File: src/logic/mcpd_pkg.sv
// constants, register map and field layout of the meter coil pwm driver
// assumes an 8-bit internal register port with 16-bit byte addresses
// Operation
// - shared 8-bit counter, increments, wraps
// - reset clears the counter
// - counter_run low stops and clears counter
// - counter_clk_sel picks switch clock or half
// - duty equals compare value over 255; the code gives compare value over 256, with 255 giving full duty
// - sine compare equality gives sine match
// - cosine compare equality gives cosine match
// - reset clears compare registers and slaves
// - counter compares slave, loaded at overflow
// - transfer_enable governs compare value writes
// - extra bit alternates on successive overflows
// - extra bit enables at bits 2, 3
// - eight channels, four meters, one counter
// - half bridge idle pins act as ports
// - reset clears timer_mode_reg
// - meter_clk_switch resets zero, 8-bit access
// - transfer at overflow, blocks writes, self-clears
// - port mode pins, full bridge idle zero
// - quadrant bits route sine and cosine pins
// - polarity changes only at counter overflow
package mcpd_pkg;
    localparam int METERS = 4;
    localparam logic [15:0] TIMER_MODE_ADDR = 16'hFFBF;
    localparam logic [15:0] OUTPUT_MODE_ADDR = 16'hFFCB;
    localparam logic [15:0] CTRL_BASE_ADDR = 16'hFFCC;
    localparam logic [15:0] CMP_BASE_ADDR = 16'hFFD0;
    localparam logic [15:0] CLK_SWITCH_ADDR = 16'hFFD8;
    localparam int RUN_BIT = 4;
    localparam int CLK_SEL_BIT = 5;
    localparam logic [7:0] TIMER_MODE_MASK = 8'h30;
    localparam logic [7:0] CTRL_MASK = 8'h1F;
    localparam logic [7:0] CLK_SWITCH_MASK = 8'h07;
    localparam logic [7:0] REG_RESET = 8'h00;
    localparam logic [7:0] CNT_MAX = 8'hFF;
    localparam int PRESCALE_W = 9;
    localparam int SWITCH_BASE_EXP = 3;
    localparam int SWITCH_MAX_EXP = 9;

    // compare control register layout
    typedef struct packed {
        logic [2:0] zero;
        logic transfer_enable;
        logic cos_extra_bit_en;
        logic sin_extra_bit_en;
        logic quadrant_sel_hi;
        logic quadrant_sel_lo;
    } mcpd_ctrl_t;

    // the four pins of one meter
    typedef struct packed {
        logic cosine_neg_pin;
        logic cosine_pos_pin;
        logic sine_neg_pin;
        logic sine_pos_pin;
    } mcpd_pins_t;
endpackage : mcpd_pkg

File: src/logic/mcpd_meter_driver.sv
// meter coil pwm driver: counter, double-buffered compares, routing
// assumes one-cycle register strobes on core_clk; port_data from port latches
`timescale 1ns/10ps
`default_nettype none
module mcpd_meter_driver #(
    parameter int METERS = mcpd_pkg::METERS
) (
    input wire logic core_clk, // 10 MHz main clock
    input wire logic rst, // synchronous reset, active high
    input wire logic [15:0] reg_addr, // byte address
    input wire logic reg_wr, // write strobe
    input wire logic reg_rd, // read strobe
    input wire logic [7:0] reg_wdata, // write data
    output logic [7:0] reg_rdata, // read data, one cycle after reg_rd
    output logic reg_rvalid, // read data valid pulse
    input wire mcpd_pkg::mcpd_pins_t [METERS-1:0] port_data, // port latch values
    output mcpd_pkg::mcpd_pins_t [METERS-1:0] meter_pins, // meter coil pins
    output logic [METERS-1:0] sin_match, // sine compare match pulse
    output logic [METERS-1:0] cos_match, // cosine compare match pulse
    output logic [7:0] pwm_up_counter // counter value
);
    logic [7:0] timer_mode_q;
    logic [7:0] output_mode_q;
    logic [2:0] meter_clk_switch_q;
    mcpd_pkg::mcpd_ctrl_t [METERS-1:0] ctrl_q;
    logic [7:0] sin_master_q [METERS];
    logic [7:0] cos_master_q [METERS];
    logic [7:0] sin_slave_q [METERS];
    logic [7:0] cos_slave_q [METERS];
    logic [1:0] quad_q [METERS];
    logic [mcpd_pkg::PRESCALE_W-1:0] pre_q;
    logic [7:0] cnt_q;
    logic phase_q;
    logic counter_run;
    logic cnt_tick;
    logic ovf;
    logic switch_tick;
    logic [mcpd_pkg::PRESCALE_W-1:0] sw_mask;

    assign counter_run = timer_mode_q[mcpd_pkg::RUN_BIT];
    assign pwm_up_counter = cnt_q;

    // prescaler mask for the switch-selected rate, main clock over 2^(3+sel), capped at 2^9
    function automatic logic [mcpd_pkg::PRESCALE_W-1:0] div_mask(input logic [2:0] sel);
        int e;
        e = mcpd_pkg::SWITCH_BASE_EXP + int'(sel);
        if (e > mcpd_pkg::SWITCH_MAX_EXP) begin
            e = mcpd_pkg::SWITCH_MAX_EXP;
        end
        return mcpd_pkg::PRESCALE_W'((1 << e) - 1);
    endfunction : div_mask

    function automatic logic addr_hit(input logic [15:0] a, input logic [15:0] base, input int i);
        return a == (base + 16'(i));
    endfunction : addr_hit

    assign sw_mask = div_mask(meter_clk_switch_q);
    assign switch_tick = (pre_q & sw_mask) == sw_mask;
    assign cnt_tick = counter_run &&
        (timer_mode_q[mcpd_pkg::CLK_SEL_BIT] ? pre_q[0] : switch_tick);
    assign ovf = cnt_tick && (cnt_q == mcpd_pkg::CNT_MAX);

    always_ff @(posedge core_clk) begin
        if (rst) begin
            pre_q <= '0;
        end else begin
            pre_q <= pre_q + 1'b1;
        end
    end

    always_ff @(posedge core_clk) begin
        if (rst || !counter_run) begin
            cnt_q <= '0;
        end else if (cnt_tick) begin
            cnt_q <= cnt_q + 8'h01;
        end
    end

    always_ff @(posedge core_clk) begin
        if (rst || !counter_run) begin
            phase_q <= 1'b0;
        end else if (ovf) begin
            phase_q <= ~phase_q;
        end
    end

    always_ff @(posedge core_clk) begin
        if (rst) begin
            timer_mode_q <= mcpd_pkg::REG_RESET;
            output_mode_q <= mcpd_pkg::REG_RESET;
            meter_clk_switch_q <= '0;
        end else if (reg_wr) begin
            if (reg_addr == mcpd_pkg::TIMER_MODE_ADDR) begin
                timer_mode_q <= reg_wdata & mcpd_pkg::TIMER_MODE_MASK;
            end else if (reg_addr == mcpd_pkg::OUTPUT_MODE_ADDR) begin
                output_mode_q <= reg_wdata;
            end else if (reg_addr == mcpd_pkg::CLK_SWITCH_ADDR) begin
                meter_clk_switch_q <= reg_wdata[2:0];
            end
        end
    end

    always_ff @(posedge core_clk) begin
        if (rst) begin
            for (int m = 0; m < METERS; m++) begin
                ctrl_q[m] <= '0;
                sin_master_q[m] <= mcpd_pkg::REG_RESET;
                cos_master_q[m] <= mcpd_pkg::REG_RESET;
                sin_slave_q[m] <= mcpd_pkg::REG_RESET;
                cos_slave_q[m] <= mcpd_pkg::REG_RESET;
                quad_q[m] <= 2'h0;
            end
        end else begin
            for (int m = 0; m < METERS; m++) begin
                if (ovf) begin
                    quad_q[m] <= {ctrl_q[m].quadrant_sel_hi, ctrl_q[m].quadrant_sel_lo};
                end
                // transfer then self-clear; a software set in the same cycle wins
                if (ovf && ctrl_q[m].transfer_enable) begin
                    sin_slave_q[m] <= sin_master_q[m];
                    cos_slave_q[m] <= cos_master_q[m];
                    ctrl_q[m].transfer_enable <= 1'b0;
                end
                if (reg_wr && addr_hit(reg_addr, mcpd_pkg::CTRL_BASE_ADDR, m)) begin
                    ctrl_q[m] <= reg_wdata & mcpd_pkg::CTRL_MASK;
                end
                // masters locked while a transfer is pending
                if (reg_wr && !ctrl_q[m].transfer_enable) begin
                    if (addr_hit(reg_addr, mcpd_pkg::CMP_BASE_ADDR, 2 * m)) begin
                        sin_master_q[m] <= reg_wdata;
                    end else if (addr_hit(reg_addr, mcpd_pkg::CMP_BASE_ADDR, 2 * m + 1)) begin
                        cos_master_q[m] <= reg_wdata;
                    end
                end
            end
        end
    end

    // read path; compare reads return the master value
    always_ff @(posedge core_clk) begin
        if (rst) begin
            reg_rdata <= 8'h00;
            reg_rvalid <= 1'b0;
        end else begin
            reg_rvalid <= reg_rd;
            reg_rdata <= 8'h00;
            if (reg_rd) begin
                if (reg_addr == mcpd_pkg::TIMER_MODE_ADDR) begin
                    reg_rdata <= timer_mode_q;
                end else if (reg_addr == mcpd_pkg::OUTPUT_MODE_ADDR) begin
                    reg_rdata <= output_mode_q;
                end else if (reg_addr == mcpd_pkg::CLK_SWITCH_ADDR) begin
                    reg_rdata <= {5'h00, meter_clk_switch_q};
                end
                for (int m = 0; m < METERS; m++) begin
                    if (addr_hit(reg_addr, mcpd_pkg::CTRL_BASE_ADDR, m)) begin
                        reg_rdata <= ctrl_q[m];
                    end else if (addr_hit(reg_addr, mcpd_pkg::CMP_BASE_ADDR, 2 * m)) begin
                        reg_rdata <= sin_master_q[m];
                    end else if (addr_hit(reg_addr, mcpd_pkg::CMP_BASE_ADDR, 2 * m + 1)) begin
                        reg_rdata <= cos_master_q[m];
                    end
                end
            end
        end
    end

    genvar g;
    generate
        for (g = 0; g < METERS; g++) begin : g_meter
            logic s_pwm;
            logic c_pwm;
            logic en;
            logic half;
            mcpd_pkg::mcpd_pins_t pins_d;
            assign en = output_mode_q[g];
            assign half = output_mode_q[g + METERS];
            // high from wrap until match; 255 gives full duty
            assign s_pwm = counter_run && ((cnt_q < sin_slave_q[g]) ||
                (sin_slave_q[g] == mcpd_pkg::CNT_MAX) ||
                (ctrl_q[g].sin_extra_bit_en && phase_q && cnt_q == sin_slave_q[g]));
            assign c_pwm = counter_run && ((cnt_q < cos_slave_q[g]) ||
                (cos_slave_q[g] == mcpd_pkg::CNT_MAX) ||
                (ctrl_q[g].cos_extra_bit_en && phase_q && cnt_q == cos_slave_q[g]));

            // pin routing per mode and quadrant
            always_comb begin
                pins_d = port_data[g];
                if (en) begin
                    pins_d = half ? port_data[g] : '0;
                    if (!quad_q[g][1]) begin
                        pins_d.sine_pos_pin = s_pwm;
                    end else begin
                        pins_d.sine_neg_pin = s_pwm;
                    end
                    if (quad_q[g][1] == quad_q[g][0]) begin
                        pins_d.cosine_pos_pin = c_pwm;
                    end else begin
                        pins_d.cosine_neg_pin = c_pwm;
                    end
                end
            end

            always_ff @(posedge core_clk) begin
                if (rst) begin
                    meter_pins[g] <= '0;
                    sin_match[g] <= 1'b0;
                    cos_match[g] <= 1'b0;
                end else begin
                    meter_pins[g] <= pins_d;
                    sin_match[g] <= counter_run && cnt_q == sin_slave_q[g];
                    cos_match[g] <= counter_run && cnt_q == cos_slave_q[g];
                end
            end
        end
    endgenerate
endmodule : mcpd_meter_driver
`default_nettype wire

File: config.mk
export PLATFORM = sky130hd
export DESIGN_NAME = mcpd_meter_driver
export DESIGN_NICKNAME = d
export VERILOG_FILES = /design/src/logic/mcpd_pkg.sv /design/src/logic/mcpd_meter_driver.sv
export SDC_FILE = /design/constraint.sdc
export NUM_CORES = 1
export LEC_CHECK = 0
export BUFFER_PORTS_ARGS = -buffer_cell sky130_fd_sc_hd__buf_2
export CORE_ASPECT_RATIO = 1.1
export CORE_MARGIN = 5
export CORE_UTILIZATION = 30
export CTS_CLUSTER_DIAMETER = 60
export CTS_CLUSTER_SIZE = 28
export DETAILED_ROUTE_END_ITERATION = 8
export GPL_TIMING_DRIVEN = 0
export SKIP_CTS_REPAIR_TIMING = 1
export SYNTH_ARGS = -nofsm -noshare
export SYNTH_HDL_FRONTEND = slang
export SYNTH_SLANG_ARGS = --single-unit
File: constraint.sdc
create_clock -name core_clk -period 10.8 [get_ports core_clk]
set_input_delay 0.54 -clock core_clk [delete_from_list [all_inputs] [get_ports core_clk]]
set_output_delay 0.54 -clock core_clk [all_outputs]
set_load 0.02 [all_outputs]
==> impl_results.md <==
- Status: complete, no violations
- Global-route wire length before repair: 56,200 um
- Final Cell Area: 13,300 um2
- Fin crit period: 4780 ps
- DRT antenna net count: 0
- Reg2reg setup slack: 6020 ps
- Vias: 9,336
- DIE WIDTH: 196 um
- Syn Std Cell Area: 11,400 um2
- Synth area leaders: edfxtp_1, dfxtp_1, ha_1, and3_1, and2_1
- Crit. Startpoint: meter_clk_switch_q[0]$_SDFFE_PP0P_
- CORE AREA: 37,300 um2
- Cell family with most CP delay: simple AND/OR/NAND/NOR gates
- Post-DP Area: 12,400 um2
- Clock Latency Late Sink: 550 ps
- Clock skew: 38.2 ps
- Leak: 0.00531 uW
- CTS Buffer Depth: 3
- Area delta synth->final: 16.4%
- CTS sink count: 220
- Final Setup Violations: 0
- Max cap viols: 0
- Routed WL: 36,900 um
- Starting Density: 30.5%
- Initial antenna violation count: 1
- WS Path Type: reg2reg
- Post-Syn Instances: 1,141
- Clock-pin slew on the worst setup and hold paths: 90 ps
- DR pass1 iterations: 5
- Crit Path Max Fanout: 16
- Die ar.: 42,000 um2
- Reg2reg end: cos_slave_q[1][7]$_SDFFCE_PN0P_
- # port buffers: 81
- Vias in the first global route: 9,300
- Post-synth EDFFs: 136
- H-tree Lvls: 1
- Row count: 74
- Sequential element share of the synthesized area: 50.6%
- Startpoint class of the critical path: flip-flop
- Critical Path End: cos_slave_q[1][7]$_SDFFCE_PN0P_
- Wire per inst: 21.0 um
- Worst slew pin tran: 1270 ps
- CP Data Required Time: 10,940 ps
- Reg-to-Reg Start: meter_clk_switch_q[0]$_SDFFE_PP0P_
- Largest net degree at the start of global routing: 24
- Clk root buf: clkbuf_16
- Worst min-delay path category: in2reg
- Max Fclk: 209 MHz
- Slowest-stage cell, CP: nor4_4
- CP max stage delay: 630 ps
- Net count, final: 1,360
- Overflow after GRT: 0
- CP Data Arrival Time: 4920 ps
- Post-synth ARST share: 0%
- Synth unique cells: 66
- Buf/Inv on CP: 4
- Share of the synthesized area in the top cell type: 35.9%
- CTS tree: done
- R2R depth: 17
- Syn Nets: 1,255
- IO Pins: 85
- Placer congestion estimate: 0.971
- CTS Buf Count: 22
- Die Y-Extent: 214 um
- Crit path capture type: flip-flop
- Levels on crit path: 17
- Post-DP HPWL: 28,800 um
- Synthesized flop and latch total: 220
- Max-slew violation count: 0
- Maximum vdd drop: 0.0933 mV
- DR vias/cell: 5.32
- Setup TNS: 0 ps
- Share of cells above drive strength 1: 11.2%
- Total GRT Usage: 17.3%
- Synth area leader: edfxtp_1
- Final Hold Viols: 0
- Avg Cell Area, Syn: 9.98 um2
- Slew margin rel.: 14.4%
- DR iter-0 viols: 800
- Hold path startpoint: port_data[4]
- RSZ-0062 raised after global routing: false
- Most frequent cells in the layout: edfxtp_1, nand2_1, buf_2
- Final period utilization: 44.2%
- CP cell instances: buf_2, inv_1, ha_1, buf_2, nand2b_1, nor3_2, o21ai_0, ha_1, nor2_1, nor2_1, o311ai_0, a221oi_1, a22oi_2, nor4_4, clkbuf_1, nand2_1, nand2_1
- Syn. warnings: 0
- Synth Flop Type: edfxtp_1
- DRC errors left: 0
- Pwr/cell area: 143 nW/um2
- Most common cell after layout, fill and taps aside: edfxtp_1
- # diodes: 0
## report_power, final
part           total, uW  internal [uW]  switching [uW]
logic               91.4           28.9            62.5
registers            944            920            23.9
clock network        857            437             420
total               1890           1390             506
## state kept, by name, summed over array words and instances (netlist names), 8 cells and up
register / cells
cos_master_q: 32
quad_q: 8
meter_pins: 16
output_mode_q: 8
reg_rdata: 8
sin_master_q: 32
cos_slave_q: 32
pwm_up_counter: 8
ctrl_q: 20
pre_q: 9
sin_slave_q: 32
## worst reg2reg max path, stage by stage (launching register included)
cell and delay, ps:
dfxtp_1 330, buf_2 210, inv_1 100, ha_1 190, buf_2 170, nand2b_1 190
nor3_2 130, o21ai_0 130, ha_1 310, nor2_1 40, nor2_1 80, o311ai_0 130
a221oi_1 280, a22oi_2 230, nor4_4 630, clkbuf_1 580, nand2_1 110, nand2_1 540
## metrics by stage
stage	util (%)	std cells	hold slack, ps	worst slack, ps	power [uW]
2_1_floorplan	-	1141	436	7090	1000
5_1_grt	35.5	1756	231	5600	1960
4_1_cts	35.5	1756	209	6040	1910
6_report	35.5	1756	223	6020	1890
3_3_place_gp	33.3	1716	465	6080	1050
3_5_place_dp	33.3	1716	475	6070	1050
## Yosys cell counts (9+ instances only)
library cell / count
nor2b_1: 16
inv_1: 74
and2_1: 70
and3_1: 78
o21ai_0: 61
ha_1: 70
xor2_1: 9
nand2_1: 96
xnor2_1: 10
nand3_1: 61
o21a_1: 12
nand4_1: 34
a21oi_1: 62
nand2b_1: 11
nor3_1: 15
clkbuf_1: 42
nor2_1: 56
dfxtp_1: 84
edfxtp_1: 136
## kinds of logic after synthesis
family                   synth area share [%]
AND/OR/NAND/NOR                          22.4
AO/OA/AOI/OAI                            12.5
flip-flops                               50.6
buffers and inverters                    4.53
adder cells (fa/ha/maj)                  7.69
XOR/XNOR                                 1.46
multiplexers                            0.802
## per-layer routing
layer	wire length, um	GRT usage [%]	vias to the layer above	share of wire, %
met5	13	0	-	0.035
met4	2110	8.94	2	5.7
met3	2370	2.39	111	6.4
met2	17400	28.6	370	47
met1	15000	21.9	4455	41
li1	-	-	4398	-
## cell type report
type                            count  area [um2]
Clock inverter                     17         265
Timing Repair Buffer               81         405
Buffer                             54         234
Tap cell                          494         618
Inverter                           75         282
Sequential cell                   220        5770
Multi-Input combinational cell    792        5110
Clock buffer                       23         576
Fill cell                        3731       24100
## worst min-delay path by stage
| stage | to | slack, ps | cells past startpoint |
|---|---|---|---|
| after floorplan | pre_q[0]$_SDFF_PP0_ | 440 | 1 |
| after global placement | pre_q[0]$_SDFF_PP0_ | 470 | 1 |
| after detailed placement | pre_q[0]$_SDFF_PP0_ | 470 | 1 |
| after CTS | meter_pins[4]$_SDFF_PP0_ | 210 | 3 |
| after global routing | meter_pins[0]$_SDFF_PP0_ | 230 | 2 |
| final | meter_pins[4]$_SDFF_PP0_ | 220 | 3 |
No activity file was read; power rests on OpenSTA's default activity.
